[src/design/oag_pkg.sv]
// operand addressing constants, shared by the generator and its helper
// assumes a 16-bit core with a 16-entry working register file
`default_nettype none
package oag_pkg;
	localparam int DATA_W     = 16;
	localparam int DEFAULT_WORKING_REG_CNT   = 16;
	localparam int NEAR_W     = 13;            // file-register field width
	localparam int NEAR_BYTES = 8192;          // near data space size
	localparam int LIT5_W     = 5;
	localparam int LIT10_W    = 10;
	localparam logic [3:0] WORKING_REG_ZERO = 4'h0;
	localparam logic [15:0] RESET_WORD = 16'h0000;
	localparam logic [15:0] MOD_STEP   = 16'h0002;  // word-sized modify step

	// operand class from the decoder
	typedef enum logic [2:0] {
		CLS_FILE  = 3'h0,   // direct file-register
		CLS_MOVE  = 3'h1,   // move_op, full data space
		CLS_MUL   = 3'h2,   // multiply_op, register or pair result
		CLS_THREE = 3'h3,   // three-operand
		CLS_MAC   = 3'h4    // separate mode set, not decoded here
	} op_class_t;

	// addressing mode of the second source / result operand
	typedef enum logic [2:0] {
		AM_REG_DIRECT = 3'h0,
		AM_INDIRECT   = 3'h1,
		AM_POST_INC   = 3'h2,
		AM_POST_DEC   = 3'h3,
		AM_PRE_INC    = 3'h4,
		AM_PRE_DEC    = 3'h5,
		AM_INDEXED    = 3'h6,
		AM_LIT_OFFSET = 3'h7
	} addr_mode_t;

	// permitted mode mask bits
	localparam int MASK_W = 8;

	// states of the issue sequencer (one-hot)
	typedef enum logic [2:0] {
		ST_IDLE   = 3'b001,
		ST_ISSUE  = 3'b010,
		ST_WBACK  = 3'b100
	} seq_state_t;
endpackage
`default_nettype wire

[src/design/ea_calc_if.sv]
// bundle between the generator and its effective-address unit
// assumes one clock; purely combinational signals
`default_nettype none
interface ea_calc_if;
	oag_pkg::addr_mode_t         mode;
	logic [oag_pkg::DATA_W-1:0]  ptr_val;
	logic [oag_pkg::DATA_W-1:0]  base_val;
	logic [oag_pkg::DATA_W-1:0]  lit_val;
	logic [oag_pkg::DATA_W-1:0]  ea;
	logic [oag_pkg::DATA_W-1:0]  ptr_new;
	logic                        ptr_upd;
	logic                        mem_use;
	modport calc (input mode, ptr_val, base_val, lit_val,
		output ea, ptr_new, ptr_upd, mem_use);
	modport user (output mode, ptr_val, base_val, lit_val,
		input ea, ptr_new, ptr_upd, mem_use);
endinterface
`default_nettype wire

[src/design/ea_calc.sv]
// effective-address arithmetic for the indirect modes
// assumes the caller supplies register values already read
`default_nettype none
module ea_calc (
	ea_calc_if.calc c
);
	wire [15:0] inc_v = c.ptr_val + oag_pkg::MOD_STEP;
	wire [15:0] dec_v = c.ptr_val - oag_pkg::MOD_STEP;
	wire [15:0] idx_v = c.ptr_val + c.base_val;
	wire [15:0] lit_v = c.ptr_val + c.lit_val;

	// address, write-back value and memory use per mode
	always_comb begin
		c.ea      = c.ptr_val;
		c.ptr_new = c.ptr_val;
		c.ptr_upd = 1'b0;
		c.mem_use = 1'b1;
		unique case (c.mode)
			oag_pkg::AM_REG_DIRECT: c.mem_use = 1'b0;
			oag_pkg::AM_INDIRECT: c.ea = c.ptr_val;
			oag_pkg::AM_POST_INC: begin
				c.ptr_new = inc_v;
				c.ptr_upd = 1'b1;
			end
			oag_pkg::AM_POST_DEC: begin
				c.ptr_new = dec_v;
				c.ptr_upd = 1'b1;
			end
			oag_pkg::AM_PRE_INC: begin
				c.ea      = inc_v;
				c.ptr_new = inc_v;
				c.ptr_upd = 1'b1;
			end
			oag_pkg::AM_PRE_DEC: begin
				c.ea      = dec_v;
				c.ptr_new = dec_v;
				c.ptr_upd = 1'b1;
			end
			oag_pkg::AM_INDEXED: c.ea = idx_v;
			oag_pkg::AM_LIT_OFFSET: c.ea = lit_v;
		endcase
	end
endmodule
`default_nettype wire

[src/design/operand_address_generator.sv]
// operand address generator: resolves operand locations and addresses
// assumes decoder fields arrive with a one-cycle valid strobe and the
// working register file answers reads combinationally
//
// How it works
// - file ops use 13-bit field, near space
// - default working reg is register zero
// - result to file reg or default reg
// - move op reaches the whole data space
// - first source is base reg, direct only
// - second source register, memory operand or 5-bit literal
// - result goes to register or memory
// - direct, indirect, post, pre, literal forms
// - each instruction allows only its mode subset
// - file direct uses the encoded address
// - register direct reads register, no memory
// - indirect uses pointer unchanged as address
// - post-modify: old pointer, then write back; only the source pointer when both operands modify different pointers
// - pre-modify: adjust, use, then write back; only the source pointer when both operands modify different pointers
// - indexed address is pointer plus base
// - literal offset address is pointer plus literal
// - multiply-accumulate modes handled elsewhere, rejected
`default_nettype none
module operand_address_generator #(
	parameter int DATA_W = oag_pkg::DATA_W
) (
	// clock and reset
	input  wire logic                 clk,
	input  wire logic                 reset,
	// decoder request
	input  wire logic                 dec_valid,
	input  wire oag_pkg::op_class_t   dec_class,
	input  wire oag_pkg::addr_mode_t  dec_src_mode,
	input  wire oag_pkg::addr_mode_t  dec_dst_mode,
	input  wire logic [7:0]           dec_allowed,
	input  wire logic [15:0]          dec_file_addr,
	input  wire logic                 dec_to_default_working_reg,
	input  wire logic                 dec_src_is_lit,
	input  wire logic [9:0]           dec_literal,
	input  wire logic                 dec_lit10,
	input  wire logic [3:0]           dec_base_sel,
	input  wire logic [3:0]           dec_src_sel,
	input  wire logic [3:0]           dec_dst_sel,
	input  wire logic                 dec_mul_pair,
	// working register file read ports
	output logic [3:0]                rf_rd_a_sel,
	output logic [3:0]                rf_rd_b_sel,
	output logic [3:0]                rf_rd_c_sel,
	input  wire logic [DATA_W-1:0]    rf_rd_a,
	input  wire logic [DATA_W-1:0]    rf_rd_b,
	input  wire logic [DATA_W-1:0]    rf_rd_c,
	// pointer write-back port
	output logic                      ptr_wr_en,
	output logic [3:0]                ptr_wr_sel,
	output logic [DATA_W-1:0]         ptr_wr_data,
	// resolved operands
	output logic                      op_valid,
	output logic                      op_illegal,
	output logic [DATA_W-1:0]         op_base,
	output logic [DATA_W-1:0]         op_src_val,
	output logic                      op_src_mem,
	output logic [DATA_W-1:0]         op_src_addr,
	output logic                      op_dst_mem,
	output logic [DATA_W-1:0]         op_dst_addr,
	output logic [3:0]                op_dst_reg,
	output logic                      op_dst_pair
);
	// register file read selection is combinational from the request
	assign rf_rd_a_sel = dec_base_sel;
	assign rf_rd_b_sel = dec_src_sel;
	assign rf_rd_c_sel = dec_dst_sel;

	// bypass: a pointer whose write-back is on the port this cycle is forwarded to this request
	logic               wb_pend_reg;
	logic [3:0]         wb_sel_reg;
	logic [DATA_W-1:0]  wb_val_reg;
	logic               wb_pend_next;

	function automatic logic [DATA_W-1:0] fwd(input logic [3:0] sel,
		input logic [DATA_W-1:0] v);
		fwd = (wb_pend_reg && wb_sel_reg == sel) ? wb_val_reg : v;
	endfunction

	wire [DATA_W-1:0] base_v = fwd(dec_base_sel, rf_rd_a);
	wire [DATA_W-1:0] src_v  = fwd(dec_src_sel, rf_rd_b);
	wire [DATA_W-1:0] dst_v  = fwd(dec_dst_sel, rf_rd_c);

	// literal, 5 or 10 bits zero-extended; offset form uses signed 10
	wire [DATA_W-1:0] lit_zx = dec_lit10 ?
		{6'h00, dec_literal} : {11'h000, dec_literal[4:0]};
	wire [DATA_W-1:0] lit_sx = {{6{dec_literal[9]}}, dec_literal};

	// mode permission: decoder supplies each opcode's own subset
	wire src_ok = dec_src_is_lit || dec_allowed[dec_src_mode];
	wire dst_ok = dec_allowed[dec_dst_mode];
	wire is_three = dec_class == oag_pkg::CLS_THREE;
	wire is_mac   = dec_class == oag_pkg::CLS_MAC;
	wire lit_ok   = !dec_src_is_lit || !dec_lit10 || !is_three;
	wire dst_ok_both = !is_three || (dst_ok &&
		!(dec_src_mode inside {oag_pkg::AM_PRE_INC, oag_pkg::AM_PRE_DEC,
		oag_pkg::AM_POST_INC, oag_pkg::AM_POST_DEC} &&
		dec_dst_mode inside {oag_pkg::AM_PRE_INC, oag_pkg::AM_PRE_DEC,
		oag_pkg::AM_POST_INC, oag_pkg::AM_POST_DEC} &&
		dec_src_sel == dec_dst_sel && !dec_src_is_lit));
	wire illegal = is_mac || (is_three && !(src_ok && lit_ok)) ||
		!dst_ok_both;

	// source operand address unit
	ea_calc_if src_if ();
	assign src_if.mode     = dec_src_mode;
	assign src_if.ptr_val  = src_v;
	assign src_if.base_val = base_v;
	assign src_if.lit_val  = lit_sx;
	ea_calc u_src (
		.c (src_if)
	);

	// destination operand address unit
	ea_calc_if dst_if ();
	assign dst_if.mode     = dec_dst_mode;
	assign dst_if.ptr_val  = dst_v;
	assign dst_if.base_val = base_v;
	assign dst_if.lit_val  = lit_sx;
	ea_calc u_dst (
		.c (dst_if)
	);

	// direct file-register address: near field or full move address
	wire [DATA_W-1:0] near_addr =
		{3'h0, dec_file_addr[oag_pkg::NEAR_W-1:0]};
	wire [DATA_W-1:0] file_addr =
		(dec_class == oag_pkg::CLS_MOVE) ? dec_file_addr
		: near_addr;

	// next values of the resolved operand bundle
	logic               src_mem_n, dst_mem_n, pair_n, upd_n;
	logic [DATA_W-1:0]  src_addr_n, src_val_n, dst_addr_n, upd_val_n;
	logic [3:0]         dst_reg_n, upd_sel_n;

	always_comb begin
		src_mem_n  = 1'b0;
		src_addr_n = oag_pkg::RESET_WORD;
		src_val_n  = oag_pkg::RESET_WORD;
		dst_mem_n  = 1'b0;
		dst_addr_n = oag_pkg::RESET_WORD;
		dst_reg_n  = oag_pkg::WORKING_REG_ZERO;
		pair_n     = 1'b0;
		upd_n      = 1'b0;
		upd_sel_n  = dec_src_sel;
		upd_val_n  = src_if.ptr_new;
		unique case (dec_class)
			oag_pkg::CLS_FILE, oag_pkg::CLS_MOVE: begin
				src_mem_n  = 1'b1;
				src_addr_n = file_addr;
				dst_mem_n  = !dec_to_default_working_reg;
				dst_addr_n = file_addr;
				dst_reg_n  = oag_pkg::WORKING_REG_ZERO;
			end
			oag_pkg::CLS_MUL: begin
				src_mem_n  = 1'b1;
				src_addr_n = near_addr;
				dst_reg_n  = dec_dst_sel;
				pair_n     = dec_mul_pair;
			end
			oag_pkg::CLS_THREE: begin
				if (dec_src_is_lit) begin
					src_val_n = lit_zx;
				end else begin
					src_mem_n  = src_if.mem_use;
					src_addr_n = src_if.ea;
					src_val_n  = src_v;
					upd_n      = src_if.ptr_upd;
				end
				dst_mem_n  = dst_if.mem_use;
				dst_addr_n = dst_if.ea;
				dst_reg_n  = dec_dst_sel;
				if (!upd_n && dst_if.ptr_upd) begin
					upd_n     = 1'b1;
					upd_sel_n = dec_dst_sel;
					upd_val_n = dst_if.ptr_new;
				end
			end
			default: ;                                   // mac: refused
		endcase
	end

	// state machine: idle, issue a resolved operand, write pointer back
	oag_pkg::seq_state_t state_reg, state_next;
	wire take = dec_valid;
	assign wb_pend_next = take && !illegal && upd_n;

	always_comb begin
		state_next = oag_pkg::ST_IDLE;
		if (take) begin
			state_next = wb_pend_next ? oag_pkg::ST_WBACK
				: oag_pkg::ST_ISSUE;
		end
	end

	always_ff @(posedge clk) begin
		if (reset) state_reg <= oag_pkg::ST_IDLE;
		else       state_reg <= state_next;
	end

	// forwarding copy of the pointer just written
	always_ff @(posedge clk) begin
		if (reset) begin
			wb_pend_reg <= 1'b0;
			wb_sel_reg  <= 4'h0;
			wb_val_reg  <= oag_pkg::RESET_WORD;
		end else begin
			wb_pend_reg <= wb_pend_next;
			wb_sel_reg  <= upd_sel_n;
			wb_val_reg  <= upd_val_n;
		end
	end

	// pointer write-back port, one pulse with the operand
	always_ff @(posedge clk) begin
		if (reset) begin
			ptr_wr_en   <= 1'b0;
			ptr_wr_sel  <= 4'h0;
			ptr_wr_data <= oag_pkg::RESET_WORD;
		end else begin
			ptr_wr_en   <= wb_pend_next;
			ptr_wr_sel  <= upd_sel_n;
			ptr_wr_data <= upd_val_n;
		end
	end

	// resolved operand bundle; illegal requests carry no operand
	always_ff @(posedge clk) begin
		if (reset) begin
			op_valid    <= 1'b0;
			op_illegal  <= 1'b0;
			op_base     <= oag_pkg::RESET_WORD;
			op_src_val  <= oag_pkg::RESET_WORD;
			op_src_mem  <= 1'b0;
			op_src_addr <= oag_pkg::RESET_WORD;
			op_dst_mem  <= 1'b0;
			op_dst_addr <= oag_pkg::RESET_WORD;
			op_dst_reg  <= 4'h0;
			op_dst_pair <= 1'b0;
		end else begin
			op_valid    <= take && !illegal;
			op_illegal  <= take && illegal;
			op_base     <= base_v;
			op_src_val  <= src_val_n;
			op_src_mem  <= take && !illegal && src_mem_n;
			op_src_addr <= src_addr_n;
			op_dst_mem  <= take && !illegal && dst_mem_n;
			op_dst_addr <= dst_addr_n;
			op_dst_reg  <= dst_reg_n;
			op_dst_pair <= pair_n;
		end
	end
endmodule
`default_nettype wire

[config.mk]
export PLATFORM = sky130hd
export DESIGN_NAME = operand_address_generator
export DESIGN_NICKNAME = d
export VERILOG_FILES = /design/src/design/oag_pkg.sv /design/src/design/ea_calc_if.sv /design/src/design/ea_calc.sv /design/src/design/operand_address_generator.sv
export SDC_FILE = /design/constraint.sdc
export NUM_CORES = 1
export LEC_CHECK = 0
export ABC_AREA = 0
export BUFFER_PORTS_ARGS = -buffer_cell sky130_fd_sc_hd__buf_2
export CORE_MARGIN = 2
export CORE_UTILIZATION = 25
export DETAILED_ROUTE_END_ITERATION = 10
export PLACE_DENSITY = 0.49
export SYNTH_ARGS = -nofsm -noshare
export SYNTH_HDL_FRONTEND = slang
export SYNTH_SLANG_ARGS = --single-unit
[constraint.sdc]
create_clock -name clk -period 5.1 [get_ports clk]
set_input_delay 0.255 -clock clk [delete_from_list [all_inputs] [get_ports clk]]
set_output_delay 0.255 -clock clk [all_outputs]
set_load 0.005 [all_outputs]
==> impl_metrics.csv <==
group,metric,value,unit
outcome,status,"completed",
cells_and_area,area_delta_synth_final,21.76,%
timing,max_freq,0.2276,GHz
synth,avgSynthCellArea,7.477,µm²
drt,ant_nets,0,
worst_setup_path,cp_common_cell,"o21ai_0",
run,max_cap_violations,0,
synth,synth_edf_count,0,
global_routing,grtUsageTotal,0.2346,
drt,wl_per_cell,24.16,µm
drt,vias,9630,
worst_setup_path,crit_fanout,12,
cts,clk_latency,380,ps
synth,synth_cell_types,81,
worst_setup_path,cp.required,5390,ps
global_routing,grt_pass1_wl,60440,µm
power,power_density,221.3,mW/mm²
die,io_pins,216,
worst_setup_path,crit_chain,"xor2_1 -> or3_4 -> nor2_2 -> buf_4 -> mux2_2 -> ha_1 -> or3_1 -> o21ai_0 -> o21ai_0 -> a2111oi_0 -> o21bai_1 -> mux2i_1 -> o31ai_1",
cells_and_area,layout_commonest_cell,"buf_2",
timing,worst_clock_skew,17.97,ps
cts,cts_tree,"yes",
drt,first_pass_iters,5,
synth,async_reset_ff_frac,0,
synth,yosysSeqAreaShare,0.2261,
power,seqPwrFrac,0.362,
place,place_ws,783.5,ps
cells_and_area,final_cell_mix,"buf_2 (215), nor2_1 (124), a21oi_1 (101), dfxtp_1 (94), nand2_1 (91)",
synth,ys_warn_count,0,
worst_setup_path,critPathLaunchType,"flop",
cts,ctsResizeCount,0,
place,gp_congestion,0.9301,
global_routing,antenna_found_initial,0,
cts,clk_pin_slew,90,ps
place,dpl.cell_count,1726,
timing,post-route-period-util,0.8615,
cts,cts_num_sinks,94,
cells_and_area,num_antenna_cells,0,
place,port_buffers,215,
power,power.net_switching,0.8585,mW
cts,clock-root-buffer,"clkbuf_16",
power,combinationalPowerShare,0.324,
die,die_area,0.03476,mm²
timing,drv_slew,0,
cts,numCtsBuffers,9,
drt,wl_met2,19660,µm
global_routing,grt_max_degree,41,
synth,ys.flop_type,"dfxtp_1",
die,die_h,186.4,µm
worst_setup_path,slowest_stage,"nor2_2",
synth,netlist_area,0.008322,mm²
global_routing,first_global_vias,9192,
cells_and_area,drive_above_1_share,0.2308,
place,hpwl,33800,µm
synth,synthCells,1113,
drt,top_layer_used,"met4",
synth,synthTopCellsByArea,"dfxtp_1 (23%), mux2i_1 (7.5%), a21oi_1 (6.1%)",
die,rows,66,
cts,post-cts-setup-buffers,0,
timing,tns,0,ps
timing,hold_viol,0,
synth,yosysTopAreaCellShare,0.2261,
power,p_sw_frac,0.3828,
timing,setup_viol,0,
die,core-area,0.03262,mm²
timing,rsz0062_at_grt,"false",
timing,tightest_slew,1250,ps
drt,drcViolationCount,0,
cells_and_area,fillCellCount,3616,
drt,wl_met3,2955,µm
cts,cts_buffer_depth,2,
drt,via_per_inst,5.528,
timing,layout_setup_ws,706.6,ps
synth,syn_nets,1260,
synth,ys_ff_latch,94,
die,die_w,186.4,µm
synth,synth_top_area_cell,"dfxtp_1",
timing,slew_headroom,0.1600,
die,start_util,0.2551,
worst_setup_path,cp-end-kind,"flop",
worst_hold_path,min_path_type,"in2reg",
drt,drtIter0Drc,1080,
power,power.internal,1.384,mW
worst_setup_path,cp.arrival,4680,ps
power,clkPwrFrac,0.314,
timing,period_needed,4393,ps
global_routing,grt-ovfl-total,0,
power,vdd_drop_max,159.7,µV
cells_and_area,finalNetCount,1442,
cts,holdBufCountCts,0,
worst_setup_path,slowest_delay,490,ps
cts,htree_num_levels,3,
power,p_leak,4.288,nW
drt,met1_length,17720,µm
cells_and_area,final_cell_count_no_fill,1742,
drt,drt_wl_total,42080,µm
worst_setup_path,crit_type,"reg2reg",
[cell families after synthesis]
logic type                 count (synthesis)  share of synthesized area
xor gates and xnor gates                  74                    0.07788
buffers and inverters                    119                    0.06269
muxes                                     78                     0.1007
DFF                                       94                     0.2261
and+or+nand+nor                          372                     0.2115
AOI/OAI and AO/OA                        339                     0.2636
adders and majority gates                 37                    0.05744
[critical path: cells and delay by family, from the launching register on]
kind	cells	cell delay (ps)
buffers and inverters	1	310
AND/OR/NAND/NOR	3	1350
adder cells (fa/ha/maj)	1	250
multiplexers	2	590
XOR/XNOR	1	190
flip-flops	1	370
AO/OA/AOI/OAI	5	1260
[metrics by stage]
stage / util / total power [mW] / hold slack [ps] / cell area (µm²)
floorplan: - / 1.243 / 354.0 / 8322
global placement: 0.3016 / 1.542 / 526.8 / 9839
detailed placement: 0.3016 / 1.537 / 531.5 / 9839
CTS: 0.3106 / 2.241 / 135.2 / 10130
global route: 0.3106 / 2.335 / 144.9 / 10130
finish: 0.3106 / 2.243 / 147.8 / 10130
[Yosys cell counts (all sizes together), types with 5 or more instances]
cell type	instances
nor4	9
xor2	21
nand2	91
nor2	127
o221ai	8
inv	39
a31oi	16
a2111oi	6
nand3	38
a21o	15
o21ai	70
mux2i	62
o211ai	13
buf	22
nor3	23
or3	12
ha	35
nand4	10
a32oi	6
or2	7
or4	6
a21oi	101
o21a	7
o22ai	13
mux2	13
a211oi	15
dfxtp	94
and3	15
a22oi	11
nand3b	5
xnor2	53
a221oi	6
clkbuf	54
and2	10
o31ai	11
[cell type report]
| type | instances | area, µm² | area share |
|---|---|---|---|
| clock inverter | 7 | 67.56 | 0.006668 |
| multi-input combinational | 900 | 5927 | 0.5850 |
| tap | 442 | 553.0 | 0.05458 |
| inverter | 43 | 161.4 | 0.01593 |
| sequential | 94 | 1882 | 0.1857 |
| timing repair buffer | 247 | 1316 | 0.1299 |
| clock buffer | 9 | 225.2 | 0.02223 |
[power by group through the flow]
stage / clock, mW / sequential [mW] / combinational (mW)
5_1_grt: 0.739 / 0.815 / 0.781
4_1_cts: 0.717 / 0.810 / 0.714
3_5_place_dp: 0 / 0.827 / 0.709
6_report: 0.705 / 0.812 / 0.726
3_3_place_gp: 0 / 0.828 / 0.714
2_1_floorplan: 0 / 0.805 / 0.438
[final timing paths]
path | from | endpoint | slack [ps] | cells after the start
min reg2reg | ptr_wr_data[0] | op_base[0] | 800 | 2
max | ptr_wr_sel[3] | op_dst_addr[15] | 710 | 13
min | dec_file_addr[1] | op_src_addr[1] | 150 | 3
max reg2reg | ptr_wr_sel[3] | op_dst_addr[15] | 710 | 13
[routing by layer]
metal,up-vias,GRT usage
met2,483,0.3925
met3,93,0.03385
li1,4429,-
met1,4625,0.3021
met4,0,0.09692
met5,-,0
Note: power is estimated with default switching activity, not from simulation.
